`src/logic/adc_select_defs.vh`:
```
// offsets, field positions, reset values and code limits for the
// converter input select block; included by the design files only
`ifndef ADC_SELECT_DEFS_VH
`define ADC_SELECT_DEFS_VH

// register word offsets on the plain register port
`define ADDR_W 3
`define OFS_CH0_SEL 3'h0
`define OFS_SCAN_SEL 3'h1
`define OFS_PORT_CFG 3'h2
`define OFS_MODE_CTRL 3'h3
`define OFS_STATUS 3'h4

// channel 0 select register fields
`define CH0_NEG_B_BIT 15
`define CH0_POS_B_HI 12
`define CH0_POS_B_LO 8
`define CH0_NEG_A_BIT 7
`define CH0_POS_A_HI 4
`define CH0_POS_A_LO 0

// mode control register fields
`define MODE_CH123_BIT 0
`define MODE_ALT_BIT 1
`define MODE_SCAN_BIT 2
`define MODE_12B_BIT 3

// status register fields
`define STAT_PHASE_BIT 0
`define STAT_ANY_BIT 1
`define STAT_PTR_HI 7
`define STAT_PTR_LO 4

// widths and reset values
`define NUM_INPUTS 10
`define MASK_W 10
`define IDX_W 4
`define CODE_W 5
`define REG_RESET 16'h0000
`define MASK_RESET 10'h000
`define MODE_RESET 4'h0

// inputs that have a physical pin on each variant
`define PINS_SIX 10'h0cf
`define PINS_TEN 10'h3ff

// fixed multiplexer routings for channels 1 to 3
`define IDX_IN0 4'h0
`define IDX_IN1 4'h1
`define IDX_IN2 4'h2
`define IDX_IN3 4'h3
`define IDX_IN4 4'h4
`define IDX_IN5 4'h5

`endif

```
`src/logic/scan_stepper.v`:
```
// finds the first enabled scan input and the next one after a pointer
// assumes mask bits index analog inputs 0 to 9
`timescale 1ns/100ps
`include "adc_select_defs.vh"

module scan_stepper
(
   input wire [`MASK_W-1:0] mask,
   input wire [`IDX_W-1:0] ptr,
   output reg [`IDX_W-1:0] first_idx,
   output reg [`IDX_W-1:0] next_idx,
   output reg any_set
);

   integer i;
   reg found;

   // descending walk: the last hit is the lowest index
   always @*
   begin
      first_idx = `IDX_IN0;
      next_idx = `IDX_IN0;
      any_set = 1'b0;
      found = 1'b0;
      for (i = `MASK_W - 1; i >= 0; i = i - 1)
      begin
         if (mask[i])
         begin
            first_idx = i[`IDX_W-1:0];
            any_set = 1'b1;
            if (i[`IDX_W-1:0] > ptr)
            begin
               next_idx = i[`IDX_W-1:0];
               found = 1'b1;
            end
         end
      end
      // wrap to the start of the sequence
      if (!found)
      begin
         next_idx = first_idx;
      end
   end

endmodule // scan_stepper

```
`src/logic/adc_input_select.v`:
```
// converter input multiplexer selection with scan mask and port config
// assumes the register port master and conversion_done share clk
`timescale 1ns/100ps
`include "adc_select_defs.vh"

// How it works
// - six-input, 10-bit: select set routes input 3 to ch1, ch2/ch3 open.
// - ten-input, 10-bit: select set routes inputs 3, 4, 5 to ch1-3.
// - in 12-bit mode both ch1-3 select values are reserved, nothing routed.
// - bit 15 picks ch0 Sample B negative: 1 is input 1, 0 reference.
// - bits 12-8 pick ch0 Sample B positive; six-input codes 4,5 and 8,9 reserved.
// - ten-input codes 0 to 9 map straight to inputs 0 to 9.
// - bit 7 picks ch0 Sample A negative: 1 is input 1, 0 reference.
// - bits 4-0 pick ch0 Sample A positive with the Sample B mapping.
// - channel 0 bits 14-13 and 6-5 ignore writes and read zero.
// - scan mask bit set includes that input in the scan, clear skips it.
// - all scan bits writable; a pinless scan slot samples the reference.
// - six-input part has real inputs 0-3, 6 and 7 only.
// - port bit set: digital read enabled, mux input tied to ground.
// - port bit clear: analog, digital read off, pin voltage sampled.
// - all ten port bits writable; bits without an input do nothing.
// - bits 15-10 of scan and port registers read zero.
// - all implemented bits clear at reset: analog pins, no scanning.
// - alternate mode uses Sample A then Sample B; else always Sample A.
// - scanning steps ch0 Sample A positive through enabled inputs.
module adc_input_select
#(
   parameter TEN_INPUT = 1'b1
)
(
   input wire clk,
   input wire reset,
   input wire [`ADDR_W-1:0] addr,
   input wire [15:0] wdata,
   input wire wr_stb,
   input wire rd_stb,
   input wire conversion_done,
   output reg [15:0] rdata_ff,
   output reg sample_b_phase_ff,
   output reg [`IDX_W-1:0] ch0_pos_idx_ff,
   output reg ch0_pos_conn_ff,
   output reg ch0_pos_nref_ff,
   output reg ch0_pos_ground_ff,
   output reg ch0_neg_is_in1_ff,
   output reg [`IDX_W-1:0] ch1_pos_idx_ff,
   output reg [`IDX_W-1:0] ch2_pos_idx_ff,
   output reg [`IDX_W-1:0] ch3_pos_idx_ff,
   output reg [2:0] ch123_pos_conn_ff,
   output reg [`MASK_W-1:0] digital_read_en_ff,
   output reg [`MASK_W-1:0] mux_ground_ff
);

   localparam [`MASK_W-1:0] PIN_MASK = TEN_INPUT ? `PINS_TEN : `PINS_SIX;

   // software registers
   reg ch0_neg_b_ff;
   reg [`CODE_W-1:0] ch0_pos_b_ff;
   reg ch0_neg_a_ff;
   reg [`CODE_W-1:0] ch0_pos_a_ff;
   reg [`MASK_W-1:0] scan_enable_mask_ff;
   reg [`MASK_W-1:0] port_digital_mode_mask_ff;
   reg ch1to3_sample_a_positive_select_ff;
   reg alternate_sample_enable_ff;
   reg channel_scan_enable_ff;
   reg twelve_bit_mode_ff;

   // sequencing state
   reg [`IDX_W-1:0] scan_ptr_ff;
   reg [`IDX_W-1:0] nxt_scan_ptr;
   reg nxt_sample_b_phase;

   wire [`IDX_W-1:0] scan_first;
   wire [`IDX_W-1:0] scan_next;
   wire scan_any;

   // combinational routing
   reg [`CODE_W-1:0] pos_code;
   reg [`IDX_W-1:0] nxt_ch0_idx;
   reg nxt_ch0_conn;
   reg nxt_ch0_nref;
   reg nxt_ch0_ground;
   reg nxt_ch0_neg;
   reg [`IDX_W-1:0] nxt_ch1;
   reg [`IDX_W-1:0] nxt_ch2;
   reg [`IDX_W-1:0] nxt_ch3;
   reg [2:0] nxt_ch123_conn;
   reg [15:0] nxt_rdata;

   scan_stepper u_scan_stepper
   (
      .mask(scan_enable_mask_ff),
      .ptr(scan_ptr_ff),
      .first_idx(scan_first),
      .next_idx(scan_next),
      .any_set(scan_any)
   );

   // register writes; unimplemented bits are simply not stored
   always @(posedge clk)
   begin
      if (reset)
      begin
         ch0_neg_b_ff <= 1'b0;
         ch0_pos_b_ff <= 5'h00;
         ch0_neg_a_ff <= 1'b0;
         ch0_pos_a_ff <= 5'h00;
         scan_enable_mask_ff <= `MASK_RESET;
         port_digital_mode_mask_ff <= `MASK_RESET;
         ch1to3_sample_a_positive_select_ff <= 1'b0;
         alternate_sample_enable_ff <= 1'b0;
         channel_scan_enable_ff <= 1'b0;
         twelve_bit_mode_ff <= 1'b0;
      end
      else if (wr_stb)
      begin
         case (addr)
            `OFS_CH0_SEL:
            begin
               ch0_neg_b_ff <= wdata[`CH0_NEG_B_BIT];
               ch0_pos_b_ff <= wdata[`CH0_POS_B_HI:`CH0_POS_B_LO];
               ch0_neg_a_ff <= wdata[`CH0_NEG_A_BIT];
               ch0_pos_a_ff <= wdata[`CH0_POS_A_HI:`CH0_POS_A_LO];
            end
            `OFS_SCAN_SEL:
            begin
               // every bit stored even on the six-input part
               scan_enable_mask_ff <= wdata[`MASK_W-1:0];
            end
            `OFS_PORT_CFG:
            begin
               port_digital_mode_mask_ff <= wdata[`MASK_W-1:0];
            end
            `OFS_MODE_CTRL:
            begin
               ch1to3_sample_a_positive_select_ff <= wdata[`MODE_CH123_BIT];
               alternate_sample_enable_ff <= wdata[`MODE_ALT_BIT];
               channel_scan_enable_ff <= wdata[`MODE_SCAN_BIT];
               twelve_bit_mode_ff <= wdata[`MODE_12B_BIT];
            end
            default:
            begin
               ch0_neg_b_ff <= ch0_neg_b_ff;
            end
         endcase
      end
   end

   // read data live only in the cycle after the strobe
   always @*
   begin
      nxt_rdata = `REG_RESET;
      case (addr)
         `OFS_CH0_SEL:
         begin
            nxt_rdata[`CH0_NEG_B_BIT] = ch0_neg_b_ff;
            nxt_rdata[`CH0_POS_B_HI:`CH0_POS_B_LO] = ch0_pos_b_ff;
            nxt_rdata[`CH0_NEG_A_BIT] = ch0_neg_a_ff;
            nxt_rdata[`CH0_POS_A_HI:`CH0_POS_A_LO] = ch0_pos_a_ff;
         end
         `OFS_SCAN_SEL:
         begin
            nxt_rdata[`MASK_W-1:0] = scan_enable_mask_ff;
         end
         `OFS_PORT_CFG:
         begin
            nxt_rdata[`MASK_W-1:0] = port_digital_mode_mask_ff;
         end
         `OFS_MODE_CTRL:
         begin
            nxt_rdata[`MODE_CH123_BIT] = ch1to3_sample_a_positive_select_ff;
            nxt_rdata[`MODE_ALT_BIT] = alternate_sample_enable_ff;
            nxt_rdata[`MODE_SCAN_BIT] = channel_scan_enable_ff;
            nxt_rdata[`MODE_12B_BIT] = twelve_bit_mode_ff;
         end
         `OFS_STATUS:
         begin
            nxt_rdata[`STAT_PHASE_BIT] = sample_b_phase_ff;
            nxt_rdata[`STAT_ANY_BIT] = scan_any;
            nxt_rdata[`STAT_PTR_HI:`STAT_PTR_LO] = scan_ptr_ff;
         end
         default:
         begin
            nxt_rdata = `REG_RESET;
         end
      endcase
      if (!rd_stb)
      begin
         nxt_rdata = `REG_RESET;
      end
   end

   // phase advances once per finished conversion; scan pointer only after Sample A ones
   always @*
   begin
      nxt_sample_b_phase = sample_b_phase_ff;
      nxt_scan_ptr = scan_ptr_ff;
      if (!alternate_sample_enable_ff)
      begin
         nxt_sample_b_phase = 1'b0;
      end
      else if (conversion_done)
      begin
         nxt_sample_b_phase = !sample_b_phase_ff;
      end
      if (!channel_scan_enable_ff)
      begin
         // parked on the first slot so a new scan starts at its head
         nxt_scan_ptr = scan_first;
      end
      else if (conversion_done && !sample_b_phase_ff)
      begin
         nxt_scan_ptr = scan_next;
      end
   end

   // channel 0 routing for the current phase
   always @*
   begin
      pos_code = sample_b_phase_ff ? ch0_pos_b_ff : ch0_pos_a_ff;
      nxt_ch0_neg = sample_b_phase_ff ? ch0_neg_b_ff : ch0_neg_a_ff;
      nxt_ch0_idx = pos_code[`IDX_W-1:0];
      nxt_ch0_nref = 1'b0;
      nxt_ch0_conn = 1'b0;
      if (channel_scan_enable_ff && !sample_b_phase_ff)
      begin
         nxt_ch0_idx = scan_ptr_ff;
         if (scan_any && scan_enable_mask_ff[scan_ptr_ff])
         begin
            nxt_ch0_conn = PIN_MASK[scan_ptr_ff];
            nxt_ch0_nref = !PIN_MASK[scan_ptr_ff];
         end
      end
      else if (pos_code < `NUM_INPUTS)
      begin
         // same table for both phases; holes stay open
         nxt_ch0_conn = PIN_MASK[pos_code[`IDX_W-1:0]];
      end
      nxt_ch0_ground = nxt_ch0_conn && port_digital_mode_mask_ff[nxt_ch0_idx];
   end

   // channels 1 to 3 routing
   always @*
   begin
      nxt_ch1 = `IDX_IN0;
      nxt_ch2 = `IDX_IN1;
      nxt_ch3 = `IDX_IN2;
      nxt_ch123_conn = 3'h7;
      if (twelve_bit_mode_ff)
      begin
         nxt_ch123_conn = 3'h0;
      end
      else if (ch1to3_sample_a_positive_select_ff)
      begin
         nxt_ch1 = `IDX_IN3;
         if (TEN_INPUT)
         begin
            nxt_ch2 = `IDX_IN4;
            nxt_ch3 = `IDX_IN5;
         end
         else
         begin
            nxt_ch123_conn = 3'h1;
         end
      end
   end

   always @(posedge clk)
   begin
      if (reset)
      begin
         rdata_ff <= `REG_RESET;
         sample_b_phase_ff <= 1'b0;
         scan_ptr_ff <= `IDX_IN0;
         ch0_pos_idx_ff <= `IDX_IN0;
         ch0_pos_conn_ff <= 1'b0;
         ch0_pos_nref_ff <= 1'b0;
         ch0_pos_ground_ff <= 1'b0;
         ch0_neg_is_in1_ff <= 1'b0;
         ch1_pos_idx_ff <= `IDX_IN0;
         ch2_pos_idx_ff <= `IDX_IN0;
         ch3_pos_idx_ff <= `IDX_IN0;
         ch123_pos_conn_ff <= 3'h0;
      end
      else
      begin
         rdata_ff <= nxt_rdata;
         sample_b_phase_ff <= nxt_sample_b_phase;
         scan_ptr_ff <= nxt_scan_ptr;
         ch0_pos_idx_ff <= nxt_ch0_idx;
         ch0_pos_conn_ff <= nxt_ch0_conn;
         ch0_pos_nref_ff <= nxt_ch0_nref;
         ch0_pos_ground_ff <= nxt_ch0_ground;
         ch0_neg_is_in1_ff <= nxt_ch0_neg;
         ch1_pos_idx_ff <= nxt_ch1;
         ch2_pos_idx_ff <= nxt_ch2;
         ch3_pos_idx_ff <= nxt_ch3;
         ch123_pos_conn_ff <= nxt_ch123_conn;
      end
   end

   // per-pin analog or digital mode; pinless bits held in analog
   genvar g;
   generate
      for (g = 0; g < `MASK_W; g = g + 1)
      begin : g_pin
         always @(posedge clk)
         begin
            if (reset)
            begin
               digital_read_en_ff[g] <= 1'b0;
               mux_ground_ff[g] <= 1'b0;
            end
            else
            begin
               digital_read_en_ff[g] <= port_digital_mode_mask_ff[g] & PIN_MASK[g];
               mux_ground_ff[g] <= port_digital_mode_mask_ff[g] & PIN_MASK[g];
            end
         end
      end
   endgenerate

endmodule // adc_input_select

```
`config.mk`:
```
export PLATFORM = sky130hd
export DESIGN_NAME = adc_input_select
export DESIGN_NICKNAME = d
export VERILOG_FILES = /design/src/logic/scan_stepper.v /design/src/logic/adc_input_select.v
export VERILOG_INCLUDE_DIRS = /design/src /design/src/logic
export SDC_FILE = /design/constraint.sdc
export NUM_CORES = 1
export LEC_CHECK = 0
export BUFFER_PORTS_ARGS = -buffer_cell sky130_fd_sc_hd__clkbuf_2
export CELL_PAD_IN_SITES_DETAIL_PLACEMENT = 0
export CELL_PAD_IN_SITES_GLOBAL_PLACEMENT = 1
export CORE_MARGIN = 2
export CORE_UTILIZATION = 39
export CTS_CLUSTER_SIZE = 20
export DETAILED_ROUTE_END_ITERATION = 6
export GPL_ROUTABILITY_DRIVEN = 1
export HOLD_SLACK_MARGIN = 0.12
export PLACE_DENSITY_LB_ADDON = 0.15
export RECOVER_POWER = 25
export SLEW_MARGIN = 20
export SYNTH_ARGS = -nofsm -noshare
export SYNTH_HDL_FRONTEND = slang
export SYNTH_SLANG_ARGS = --single-unit
export TNS_END_PERCENT = 30
```
`constraint.sdc`:
```
create_clock -name clk -period 2.25 [get_ports clk]
set_input_delay 0.45 -clock clk [delete_from_list [all_inputs] [get_ports clk]]
set_output_delay 0.45 -clock clk [all_outputs]
set_load 0.02 [all_outputs]
```
Yosys cells after proc, flatten, opt, wreduce, memory -nomap -nowiden --
Memory sizes are Yosys's and may differ from the RTL's. A register that Yosys moved wholly into a read port is not among the register bits. Cells that the tools add are included.
Storage, ports and cells: flip-flop bits (word level) 88, bits in latches 0, RAM bits 0, ROM bits 32, bits of input ports 24, word-level logic and storage cells 167, memories kept 2
Cells by class: $add $sub $neg 0, multiply operators 0, divide/modulo/power cells 0, order comparisons 14, equality and inequality tests 5, shift-type cells 0, mux-type cells 89, bitwise operators 5, reduce and logical (&&, ||, !) cells 16
Memory list:
- (name not given) | words 16, bits a word 1, rd ports 1, clocked after Yosys merged registers in 0, wr ports 0, RTL line adc_input_select.v:236 | nxt_ch0_conn = PIN_MASK[pos_code[`IDX_W-1:0]];
- (name not given) | words 16, bits a word 1, rd ports 1, clocked after Yosys merged registers in 1, wr ports 0, RTL line adc_input_select.v:230 | nxt_ch0_nref = !PIN_MASK[scan_ptr_ff];
Operators by type and width (count):
- $mux W4 | 36
- $mux W1 | 39
- $gt A3 B4 Y1 const A | 4
- $lt A4 B5 Y1 const B | 3
- $pmux W2 S3 | 2
- $pmux W2 S5 | 1
- $mux W3 | 3
- $bmux W1 S4 | 2
- $gt A1 B4 Y1 const A | 2
- $gt A2 B4 Y1 const A | 2
- $gt A4 B4 Y1 const A | 2
- $pmux W1 S4 | 2
- $pmux W2 S4 | 1
- $reduce_and A2 Y1 | 4
- $eq A3 B2 Y1 const B | 2
- $reduce_or A2 Y1 | 3
- $reduce_or A3 Y1 | 2
- $lt A5 B4 Y1 const B | 1
- $mux W5 | 1
- $not A1 Y1 | 5
- $logic_and A1 B1 Y1 | 4
- $mux W2 | 2
- $eq A3 B1 Y1 const B | 1
- $eq A3 B3 Y1 const B | 1
- other kinds (3) | 4

Depth between registers and ports, before layout --
Gate-level depths: netlist of run 1.
depth in word-level cells 26, gate-level depth with buffers 7, gate-level depth less buffers 6

By module --
A second synthesis of run 1 with hierarchy kept.
Unflattened totals: cells, all modules 421, area, all modules 3564.7 sq um
By module, submodules not included:
- adc_input_select | times used 1, cells each 363, area each 3208.1 sq um, seq. area each 1501.4 sq um
- scan_stepper | times used 1, cells each 58, area each 356.6 sq um, seq. area each 0.0 sq um

Worst setup path after synthesis of run 1 --
No wires, ideal clock.
path type reg2reg, start point reg channel_scan_enable_ff, end point reg ch0_pos_ground_ff, arrival time 1.544 ns, data required time 2.126 ns, slack 0.582 ns, cell stages (with the launch flop) 7, path buffers 1, cell sequence dfxtp_1 buf_6 mux2_2 mux2i_4 mux2_2 o2111ai_1 a21boi_1
Between the ends: word-level cells in the longest chain between the ends 5, elaborated cells between the ends (all ways) 6, those cells by class mux (4); reduce/logical (2)
RTL lines:
- start, declared | RTL line adc_input_select.v:64 | reg channel_scan_enable_ff;
- start signal, assigned | RTL line adc_input_select.v:137 | channel_scan_enable_ff <= wdata[`MODE_SCAN_BIT];
- $logic_and A1 B1 Y1 (*) | RTL line adc_input_select.v:224 | if (channel_scan_enable_ff && !sample_b_phase_ff)
- $mux W4 | RTL line adc_input_select.v:224
- $bmux W1 S4 | RTL line adc_input_select.v:238 | nxt_ch0_ground = nxt_ch0_conn && port_digital_mode_mask_ff[nxt_ch0_idx];
- $mux W1 (not written as such) | RTL line adc_input_select.v:238
- $logic_and A1 B1 Y1 (*) | RTL line adc_input_select.v:238
- end signal, assigned | RTL line adc_input_select.v:292 | ch0_pos_ground_ff <= nxt_ch0_ground;
- end, declared | RTL line adc_input_select.v:43 | output reg ch0_pos_ground_ff,
Every way passes the cells marked *; elsewhere a longest branch is shown, timed or not. The select of a mux whose other input is x is not followed. A chain may end at the register's enable or synchronous reset.

Worst setup path in the final report of run 1 --
start point reg scan_ptr_ff[1], end point reg ch0_pos_ground_ff
Between the ends: word-level cells in the longest chain between the ends 6, elaborated cells between the ends (all ways) 9, those cells by class mux (7); reduce/logical (2)
RTL lines:
- start, declared | RTL line adc_input_select.v:68 | reg [`IDX_W-1:0] scan_ptr_ff;
- start signal, assigned | RTL line adc_input_select.v:273 | scan_ptr_ff <= `IDX_IN0;
- start signal, assigned | RTL line adc_input_select.v:288 | scan_ptr_ff <= nxt_scan_ptr;
- $bmux W1 S4 | RTL line adc_input_select.v:227 | if (scan_any && scan_enable_mask_ff[scan_ptr_ff])
- $mux W1 (not written as such) | RTL line adc_input_select.v:227
- $logic_and A1 B1 Y1 | RTL line adc_input_select.v:227
- $mux W1 | RTL line adc_input_select.v:227
- $mux W1 | RTL line adc_input_select.v:224
- $logic_and A1 B1 Y1 (*) | RTL line adc_input_select.v:238
Marked as above.

==> results.sh, run 1 <==
export IMPL_hold_path_class="input pin to flip-flop"
export IMPL_outcome="finished clean"
export IMPL_n_fill_cell=922
export IMPL_clk_pin_slew_ps=80
export IMPL_slew_violations=0
export IMPL_syn_area_sq_mm=0.003558
export IMPL_cts_max_path_buffers=2
export IMPL_netlist_instances=416
export IMPL_p_leak_uw=0.001617
export IMPL_grt_usage_pct=19.09
export IMPL_cts_root_buf="clkbuf_8"
export IMPL_grt_pass1_vias=2670
export IMPL_dr_pass1_iters=4
export IMPL_period_minus_slack_ps=2027
export IMPL_drt_iter0_drc=130
export IMPL_power_uw=2665
export IMPL_cap_violations=0
export IMPL_hold_violations=0
export IMPL_htree_levels=3
export IMPL_clk_latency_ps=350
export IMPL_max_slew_worst_pin_slew_ps=1123
export IMPL_cts_tree="yes"
export IMPL_start_util_pct=40.41
export IMPL_die_area_sq_mm=0.009904
export IMPL_vias=2952
export IMPL_placementRows=34
export IMPL_dpl_hpwl_microns=6846
export IMPL_slowest_delay_ps=680
export IMPL_clock_sinks=75
export IMPL_synthArstFlopShare_pct=0
export IMPL_hold_buffers=0
export IMPL_end_kind="flip-flop"
export IMPL_drive_above_1_share_pct=23.40
export IMPL_yosys_warnings=0
export IMPL_slew_headroom_pct=25.10
export IMPL_post_cts_resize_count=0
export IMPL_ir_worst_vdd_uv=223.3
export IMPL_ys_seq_area_share_pct=42.19
export IMPL_fmax_ghz=0.4933
export IMPL_fin_crit_sh_pct=90.09
export IMPL_diodes=0
export IMPL_wl_microns=9245
export IMPL_antenna_found_initial=0
export IMPL_routedWlPerCell_microns=15.99
export IMPL_worstSetupPathType="flip-flop to flip-flop"
export IMPL_port_buffers=73
export IMPL_syn_to_final_growth_pct=13.47
export IMPL_slowest_stage="dfxtp_1"
export IMPL_ys_types=52
export IMPL_die_x_microns=99.52
export IMPL_synth_seq_cells=75
export IMPL_viasPerCell=5.107
export IMPL_crit_required_ps=2480
export IMPL_crit_fanout=13
export IMPL_core_area_sq_mm=0.008806
export IMPL_grt_setup_unrepaired="no"
export IMPL_grt_max_degree=56
export IMPL_critPathArrivalTime_ps=2260
export IMPL_drtAntennaViolNets=0
export IMPL_grt_ovfl_total=0
export IMPL_dieHeight_microns=99.52
export IMPL_fin_nets=491
export IMPL_grt_first_pass_wirelength_microns=14590
export IMPL_drc=0
export IMPL_p_per_area_mw_per_mm2=660.1
export IMPL_skew_ps=5.467
export IMPL_syn_avg_cell_area_sq_um=8.554
export IMPL_synthFlopType="dfxtp_1"
export IMPL_synth_edf_count=0
export IMPL_critPathLaunchType="flip-flop"
export IMPL_gp_congestion=0.8572
export IMPL_cts_buffers=9
export IMPL_finalSetupViolCount=0
export IMPL_post_cts_repair_setup_buffers=0
export IMPL_worstPathCellList="mux4_2, mux2i_1, o22ai_1, nand4b_1, a21oi_1, a21boi_1"
export IMPL_pin_count=84
export IMPL_fin_tns_setup_ps=0
kinds of logic (layout without fill, tap and decap cells):
| group | count (synthesis) | after routing | synth area share, % |
|---|---|---|---|
| simple gates | 167 | 167 | 21.59 |
| compound gates | 85 | 85 | 15.23 |
| flops | 75 | 75 | 42.19 |
| buf+inv | 56 | 103 | 9.247 |
| mux | 31 | 31 | 11.39 |
| other cells | 1 | 8 | 0.1054 |
| xor+xnor | 1 | 1 | 0.2462 |
layout by cell type, fill, tap and decap left out, drive strengths merged, types with 2 or more instances in the layout:
cell type / Yosys / routed
and2: 8 / 8
o22ai: 2 / 2
a21oi: 48 / 48
a31oi: 6 / 6
a211oi: 2 / 2
a32oi: 2 / 2
clkinv: 0 / 3
a311oi: 2 / 2
mux4: 5 / 5
nand2b: 3 / 3
a22oi: 2 / 2
clkbuf: 14 / 84
nand3: 5 / 5
nor3: 7 / 7
inv: 4 / 4
mux2i: 23 / 23
nor2: 35 / 35
nor2b: 18 / 18
buf: 38 / 11
nor3b: 2 / 2
dfxtp: 75 / 75
a21boi: 2 / 2
conb: 1 / 8
mux2: 3 / 3
o21ai: 11 / 11
nand2: 79 / 79
nand4: 2 / 2
nor4: 3 / 3
worst paths after layout:
check / to / from / slack (ps) / cells after the start
setup / recovery: ch0_pos_ground_ff$_SDFF_PP0_ / scan_ptr_ff[1]$_SDFFE_PP0P_ / 220 / 6
hold / removal: ch0_pos_b_ff[2]$_SDFFE_PP0P_ / wdata[10] / 320 / 3
setup reg to reg: ch0_pos_ground_ff$_SDFF_PP0_ / scan_ptr_ff[1]$_SDFFE_PP0P_ / 220 / 6
hold reg to reg: ch0_pos_b_ff[4]$_SDFFE_PP0P_ / ch0_pos_b_ff[4]$_SDFFE_PP0P_ / 470 / 2
synthesized netlist by cell type, types with 3 or more instances:
master | count | area, sq um
a21oi_1 | 47 | 235.2
nor3_1 | 7 | 35.03
and2_1 | 8 | 50.05
nor2_1 | 35 | 131.4
buf_4 | 26 | 195.2
nor4_1 | 3 | 18.77
mux4_2 | 5 | 112.6
mux2i_1 | 21 | 210.2
dfxtp_1 | 75 | 1501
nand2b_1 | 3 | 18.77
buf_2 | 5 | 25.02
inv_1 | 4 | 15.01
o21ai_1 | 6 | 30.03
nor2b_1 | 18 | 112.6
nand3_1 | 4 | 20.02
clkbuf_1 | 14 | 52.55
o21ai_2 | 3 | 26.28
buf_1 | 5 | 18.77
nand2_1 | 79 | 296.5
a31oi_1 | 5 | 31.28
power by group:
| group | switching, uW | internal, uW |
|---|---|---|
| Clock | 500 | 533 |
| Sequential | 35.1 | 1350 |
| Combinational | 157 | 88.2 |
| Total | 693 | 1970 |
registers in the layout (all words and copies together) (netlist names), 4 cells and up:
register / count
ch0_pos_a_ff: 5
ch0_pos_idx_ff: 4
port_digital_mode_mask_ff: 10
scan_ptr_ff: 4
mux_ground_ff: 10
scan_enable_mask_ff: 10
rdata_ff: 14
ch0_pos_b_ff: 5
per-layer routing:
metal	share of wire [%]	wire (microns)	global-route usage, %
met1	48	4480	27.87
met2	44	4108	28.12
met3	5.6	517	3.373
met4	1.5	139	7.165
met5	0	0	0
layout make-up:
| type | instances | area (sq um) | share of cell area [%] |
|---|---|---|---|
| clock inverter | 4 | 52.55 | 1.302 |
| tap | 108 | 135.1 | 3.347 |
| inverter | 4 | 15.01 | 0.3719 |
| multi-input combinational | 292 | 1754 | 43.45 |
| clock buffer | 10 | 137.6 | 3.409 |
| sequential | 75 | 1501 | 37.19 |
| timing repair buffer | 85 | 441.7 | 10.94 |
through the flow:
| step | setup WS (ps) | instances | cell area, sq um | utilization [%] | hold WS, ps |
|---|---|---|---|---|---|
| floorplan | 581.9 | 423 | 3585 | - | 436.3 |
| global placement | 293.9 | 564 | 3861 | 43.85 | 450.1 |
| detailed placement | 282.8 | 564 | 3861 | 43.85 | 458.8 |
| CTS | 274.3 | 578 | 4051 | 46.01 | 315.1 |
| global route | 137.0 | 578 | 4038 | 45.85 | 338.8 |
| finish | 223.0 | 578 | 4038 | 45.85 | 323.8 |
worst max-delay path, delay by kind of cell (launching register included):
family          cells  cell delay [ps]
mux                 2              710
flops               1              680
compound gates      3              410
simple gates        1              110
(Power assumes the default switching activity.)
==> run 2: changes to the inputs <==
ABC_AREA = 1   (was unset)
CORE_UTILIZATION = 38   (was 39)
==> run 2 against run 1 <==
  * Clock power increased by 23%
  * Register-to-register slack improved by 320 ps
  * Global-route usage grew 0.84 points
  * Critical path depth is 3 higher
  * Via count grew 4.7%
  * First-iteration DRC count grew 9.2%
  * Critical path type unchanged
  * Critical endpoint unchanged
  * Largest cell class is now flip-flops and latches
==> results.sh, run 2 <==
export IMPL_outcome="finished clean"
export IMPL_fmax_ghz=0.5853
export IMPL_ys_types=36
export IMPL_synth_commonest_cells="dfxtp_1 (75), nand2_1 (54), o21ai_0 (54)"
export IMPL_hold_buffers=0
export IMPL_drtAntennaViolNets=0
export IMPL_fin_nets=526
export IMPL_routedWlPerCell_microns=15.17
export IMPL_largest_reg_flops=14
export IMPL_post_cts_repair_setup_buffers=0
export IMPL_dieHeight_microns=98.11
export IMPL_synthTopCellsByArea="dfxtp_1 (45%), o21ai_0 (8.0%), a21oi_1 (7.0%)"
export IMPL_netlist_instances=444
export IMPL_mostFrequentLayoutCells="dfxtp_1 (75), clkbuf_2 (65), nand2_1 (54), o21ai_0 (54), inv_1 (51)"
export IMPL_start_util_pct=38.97
export IMPL_period_minus_slack_ps=1709
export IMPL_ys_seq_area_share_pct=44.61
export IMPL_post_cts_resize_count=0
export IMPL_p_per_area_mw_per_mm2=773.5
export IMPL_grt_usage_pct=19.93
export IMPL_drc=0
export IMPL_wl_microns=9315
export IMPL_worstSetupPathType="flip-flop to flip-flop"
export IMPL_cts_max_path_buffers=2
export IMPL_grt_met1_usage_pct=26.71
export IMPL_crit_required_ps=2540
export IMPL_end_kind="flip-flop"
export IMPL_grt_ovfl_total=0
export IMPL_max_slew_worst_pin_slew_ps=968.2
export IMPL_syn_to_final_growth_pct=16.25
export IMPL_critPathLaunchType="flip-flop"
export IMPL_p_leak_uw=0.001699
export IMPL_diodes=0
export IMPL_grt_use_met3_pct=5.440
export IMPL_dr_pass1_iters=5
export IMPL_cts_tree="yes"
export IMPL_viasPerCell=5.033
export IMPL_synth_top_cell_area_share_pct=44.61
export IMPL_sequentialPowerShare_pct=46.5
export IMPL_port_buffers=73
export IMPL_grt_first_pass_wirelength_microns=14830
export IMPL_pin_count=84
export IMPL_grt_setup_unrepaired="no"
export IMPL_synthArstFlopShare_pct=0
export IMPL_p_int_uw=2243
export IMPL_regMostFlops="rdata_ff"
export IMPL_yosys_warnings=0
export IMPL_placementRows=34
export IMPL_core_area_sq_mm=0.008636
export IMPL_fin_tns_setup_ps=0
export IMPL_grt_pass1_vias=2843
export IMPL_synth_edf_count=0
export IMPL_ir_worst_vdd_uv=244.8
export IMPL_combPwrFrac_pct=11.5
export IMPL_switchingPower_uw=782.9
export IMPL_syn_area_sq_mm=0.003366
export IMPL_synthFlopType="dfxtp_1"
export IMPL_clock_sinks=75
export IMPL_slew_violations=0
export IMPL_htree_levels=3
export IMPL_hold_path_class="input pin to flip-flop"
export IMPL_crit_fanout=9
export IMPL_die_x_microns=98.11
export IMPL_skew_ps=5.967
export IMPL_cap_violations=0
export IMPL_cts_root_buf="clkbuf_8"
export IMPL_slew_headroom_pct=35.45
export IMPL_drt_iter0_drc=142
export IMPL_swShare_pct=25.87
export IMPL_synth_top_cell_by_area="dfxtp_1"
export IMPL_met2_usage_pct=30.82
export IMPL_clk_latency_ps=350
export IMPL_syn_avg_cell_area_sq_um=7.580
export IMPL_die_area_sq_mm=0.009626
export IMPL_holdWs_ps=375.3
export IMPL_clk_pin_slew_ps=80
export IMPL_synth_most_common_cell="dfxtp_1"
export IMPL_vias=3090
export IMPL_drive_above_1_share_pct=21.94
export IMPL_power_frac_clock_pct=41.9
export IMPL_hold_violations=0
export IMPL_fin_crit_sh_pct=75.93
export IMPL_dpl_hpwl_microns=6998
export IMPL_finalSetupViolCount=0
export IMPL_gp_congestion=0.8625
export IMPL_top_usage_layer="met2"
export IMPL_cts_buffers=9
export IMPL_synth_seq_cells=75
export IMPL_critPathArrivalTime_ps=2000
export IMPL_antenna_found_initial=0
export IMPL_final_common_cell="dfxtp_1"
export IMPL_grt_max_degree=40
run 2: cell count changes in the layout (fill, tap and decap cells not counted), moves of 6 or more:
| cell | delta |
|---|---|
| nand2_1 | -25 |
| a221oi_1 | +6 |
| nand3_1 | +12 |
| nor2b_1 | -18 |
| mux2i_1 | -21 |
| o22ai_1 | +9 |
| and2_1 | -7 |
| nand2_2 | +7 |
| o21ai_0 | +52 |
| inv_1 | +47 |
run 2: stage by stage:
step           utilization, %  total power (uW)  std cells  area, sq um  setup slack (ps)
2_1_floorplan               -              1690        451         3392             767.4
3_3_place_gp            42.73              1787        599         3690             410.5
3_5_place_dp            42.73              1789        599         3690             402.8
4_1_cts                 45.51              3053        614         3930             548.1
5_1_grt                 45.31              3159        614         3913             360.7
6_report                45.31              3026        614         3913             541.5
run 2: worst paths after layout:
path,start,end,slack (ps),cells after the start
worst max-delay path,sample_b_phase_ff$_SDFFE_PP0P_,ch0_pos_ground_ff$_SDFF_PP0_,540,9
worst min-delay path,wdata[12],ch0_pos_b_ff[4]$_SDFFE_PP0P_,380,3
worst max register to register,sample_b_phase_ff$_SDFFE_PP0P_,ch0_pos_ground_ff$_SDFF_PP0_,540,9
worst min register to register,ch1to3_sample_a_positive_select_ff$_SDFFE_PP0P_,ch2_pos_idx_ff[0]$_SDFF_PP0_,440,1
run 2: cell type report:
cell class,instances,area (sq um)
Clock buffer,11,141.4
Clock inverter,4,98.84
Fill cell,905,4723
Inverter,56,210.2
Multi-Input combinational cell,279,1418
Sequential cell,75,1501
Tap cell,108,135.1
Timing Repair Buffer,81,407.9
run 2: kinds of logic after synthesis:
logic type	Yosys count	share of synthesized area, %
and+or+nand+nor	138	18.66
AOI/OAI and AO/OA	132	22.31
buffers and inverters	97	14.05
DFF	75	44.61
xor gates and xnor gates	1	0.2603
other	1	0.1114
run 2: critical path, stage by stage (launching register included):
cell and delay [ps]:
dfxtp_1 560, inv_2 110, nand2_2 170, nand3_1 150, o21ai_4 150, nand2_1 80, o21ai_1 100, a31o_2 160
nand3_1 70, nor2_1 110
run 2: layer usage:
layer  vias up  wire length (microns)  part of all wire (%)
met5         -                      0                     0
met4         0                    208                   2.2
met3        18                    643                   6.9
met2       106                   4222                    45
met1      1409                   4240                    46
li1       1557                      -                     -
run 2: power by group through the flow:
| stage | clock network (uW) | logic (uW) | registers (uW) |
|---|---|---|---|
| floorplan | 0 | 248 | 1440 |
| global placement | 0 | 349 | 1440 |
| detailed placement | 0 | 351 | 1440 |
| CTS | 1290 | 352 | 1410 |
| global route | 1350 | 391 | 1410 |
| finish | 1270 | 349 | 1410 |
==> run 3: changes to the inputs <==
clock period = 1.8 ns   (was 2.25 ns; I/O delays follow)
==> run 3 against run 2 <==
  * Critical path depth rose by 1
  * Via count rose by 0.84%
  * Core utilization down 0.22 points
  * Global-route usage about the same
  * Cell count grew 0.65%
  * Non-clock buffer count rose by 3
  * Die area did not move
  * Power is 12% higher
  * Cell area is 0.48% lower
  * Wire length down 0.74%
  * Combinational power grew 26%
  * Fmax rose by 8.2%
  * Critical path type unchanged
  * Largest power group unchanged
  * Highest routed layer unchanged
==> results.sh, run 3 (same netlist as run 2, synthesis figures left out) <==
export IMPL_final_common_cell="dfxtp_1"
export IMPL_vias=3116
export IMPL_dpl_hpwl_microns=7045
export IMPL_critPathLaunchType="flip-flop"
export IMPL_fin_tns_setup_ps=0
export IMPL_multi_input_area_sq_mm=0.001413
export IMPL_grt_setup_unrepaired="no"
export IMPL_cts_tree="yes"
export IMPL_drc=0
export IMPL_regMostFlops="rdata_ff"
export IMPL_critical_path_buf_inv_count=1
export IMPL_start_util_pct=38.97
export IMPL_post_cts_repair_setup_buffers=0
export IMPL_critPathTopFamily="simple AND/OR/NAND/NOR gates"
export IMPL_die_x_microns=98.11
export IMPL_dieHeight_microns=98.11
export IMPL_cts_root_buf="clkbuf_8"
export IMPL_placementRows=34
export IMPL_crit_required_ps=2090
export IMPL_slowest_stage="dfxtp_1"
export IMPL_drive_above_1_share_pct=24.31
export IMPL_clk_latency_ps=360
export IMPL_syn_to_final_growth_pct=15.69
export IMPL_grt_max_degree=40
export IMPL_ir_worst_vdd_uv=353.2
export IMPL_die_area_sq_mm=0.009626
export IMPL_grt_usage_pct=19.91
export IMPL_clock_sinks=75
export IMPL_worstPathCellList="inv_1, o211ai_2, nand2_2, nor2_4, nand2_2, nand2_4, nor2_2, nand2_1, nand2_1, a21oi_2"
export IMPL_viasPerCell=5.042
export IMPL_wl_microns=9246
export IMPL_gp_congestion=0.8805
export IMPL_core_area_sq_mm=0.008636
export IMPL_hold_violations=0
export IMPL_final_area_sq_mm=0.003894
export IMPL_grt_pass1_vias=2888
export IMPL_slowest_delay_ps=500
export IMPL_crit_fanout=7
export IMPL_slew_violations=0
export IMPL_seq_area_sq_mm=0.001504
export IMPL_hold_path_class="input pin to flip-flop"
export IMPL_holdPathStages=3
export IMPL_drtAntennaViolNets=0
export IMPL_worstSetupPathType="flip-flop to flip-flop"
export IMPL_n_fill_cell=915
export IMPL_max_slew_worst_pin_slew_ps=694.4
export IMPL_cts_max_path_buffers=2
export IMPL_period_minus_slack_ps=1579
export IMPL_finalSetupViolCount=0
export IMPL_grt_ovfl_total=0
export IMPL_skew_ps=12.12
export IMPL_critPathArrivalTime_ps=1870
export IMPL_drt_iter0_drc=146
export IMPL_holdWs_ps=285.7
export IMPL_p_leak_uw=0.001718
export IMPL_dpl_cell_area_sq_mm=0.003725
export IMPL_fmax_ghz=0.6334
export IMPL_slew_headroom_pct=53.70
export IMPL_largest_reg_flops=14
export IMPL_htree_levels=3
export IMPL_mostFrequentLayoutCells="dfxtp_1 (73), clkbuf_2 (72), nand2_1 (54), o21ai_0 (54), inv_1 (52)"
export IMPL_routedWlPerCell_microns=14.96
export IMPL_port_buffers=73
export IMPL_antenna_found_initial=0
export IMPL_dr_pass1_iters=4
export IMPL_post_route_util_pct=45.09
export IMPL_clk_pin_slew_ps=80
export IMPL_outcome="finished clean"
export IMPL_cap_violations=0
export IMPL_fin_nets=529
export IMPL_diodes=0
export IMPL_cts_buffers=9
export IMPL_grt_first_pass_wirelength_microns=14860
export IMPL_p_per_area_mw_per_mm2=872.2
export IMPL_cp_depth=10
export IMPL_end_kind="flip-flop"
export IMPL_r2r_cells=10
export IMPL_pin_count=84
export IMPL_fin_crit_sh_pct=87.71
==> run 3: cell types whose count changed in the layout (fill, tap and decap cells not counted), sizes merged <==
| cell | before | now |
|---|---|---|
| bufinv | 3 | 0 |
| clkbuf | 86 | 83 |
| clkinv | 1 | 4 |
| clkinvlp | 0 | 1 |
| buf | 6 | 10 |
| inv | 56 | 58 |
==> run 3: area by class of cell <==
| type | instances | share of cell area, % |
|---|---|---|
| clock buffer | 9 | 3.181 |
| inverter | 56 | 5.398 |
| clock inverter | 7 | 1.350 |
| multi-input combinational | 279 | 36.28 |
| sequential | 75 | 38.62 |
| tap | 108 | 3.470 |
| timing repair buffer | 84 | 11.70 |
==> run 3: routing by layer <==
layer | global-route usage, % | part of all wire [%] | up-vias
li1 | - | - | 1565
met1 | 26.91 | 46 | 1452
met2 | 30.93 | 46 | 85
met3 | 4.653 | 6.0 | 14
met4 | 7.692 | 2.1 | 0
met5 | 0 | 0 | -
==> run 3: where the power goes <==
group | total, uW | internal [uW] | leakage [uW] | switching [uW]
combinational | 441 | 144 | 0.00102 | 297
clock | 1200 | 510 | 0.0000900 | 687
sequential | 1760 | 1710 | 0.000610 | 47.2
total | 3400 | 2360 | 0.00172 | 1030
==> run 3: worst register-to-register path, stage by stage, from the launching register on <==
cell and delay [ps]:
dfxtp_1 500, inv_1 170, o211ai_2 230, nand2_2 100, nor2_4 120, nand2_2 70
nand2_4 80, nor2_2 40, nand2_1 50, nand2_1 50, a21oi_2 100
==> run 3: stage by stage <==
stage,setup WS (ps),instances,power [uW]
2_1_floorplan,317.4,451,2113
3_3_place_gp,176.5,602,2239
3_5_place_dp,163.1,602,2239
4_1_cts,140.5,618,3438
5_1_grt,50.78,618,3578
6_report,221.2,618,3396
==> run 3: path summary, 6_finish.rpt <==
kind	startpoint	endpoint	slack, ps
worst min-delay path	wdata[11]	ch0_pos_b_ff[3]$_SDFFE_PP0P_	290
worst max register to register	scan_ptr_ff[2]$_SDFFE_PP0P_	scan_ptr_ff[0]$_SDFFE_PP0P_	220
worst min register to register	ch1to3_sample_a_positive_select_ff$_SDFFE_PP0P_	ch2_pos_idx_ff[0]$_SDFF_PP0_	440
worst max-delay path	scan_ptr_ff[2]$_SDFFE_PP0P_	scan_ptr_ff[0]$_SDFFE_PP0P_	220
==> run 3: repair_timing <==
action	in CTS	in global routing
gates resized for setup	0	2
hold buffers	0	0
endpoints found under the setup margin	0	2
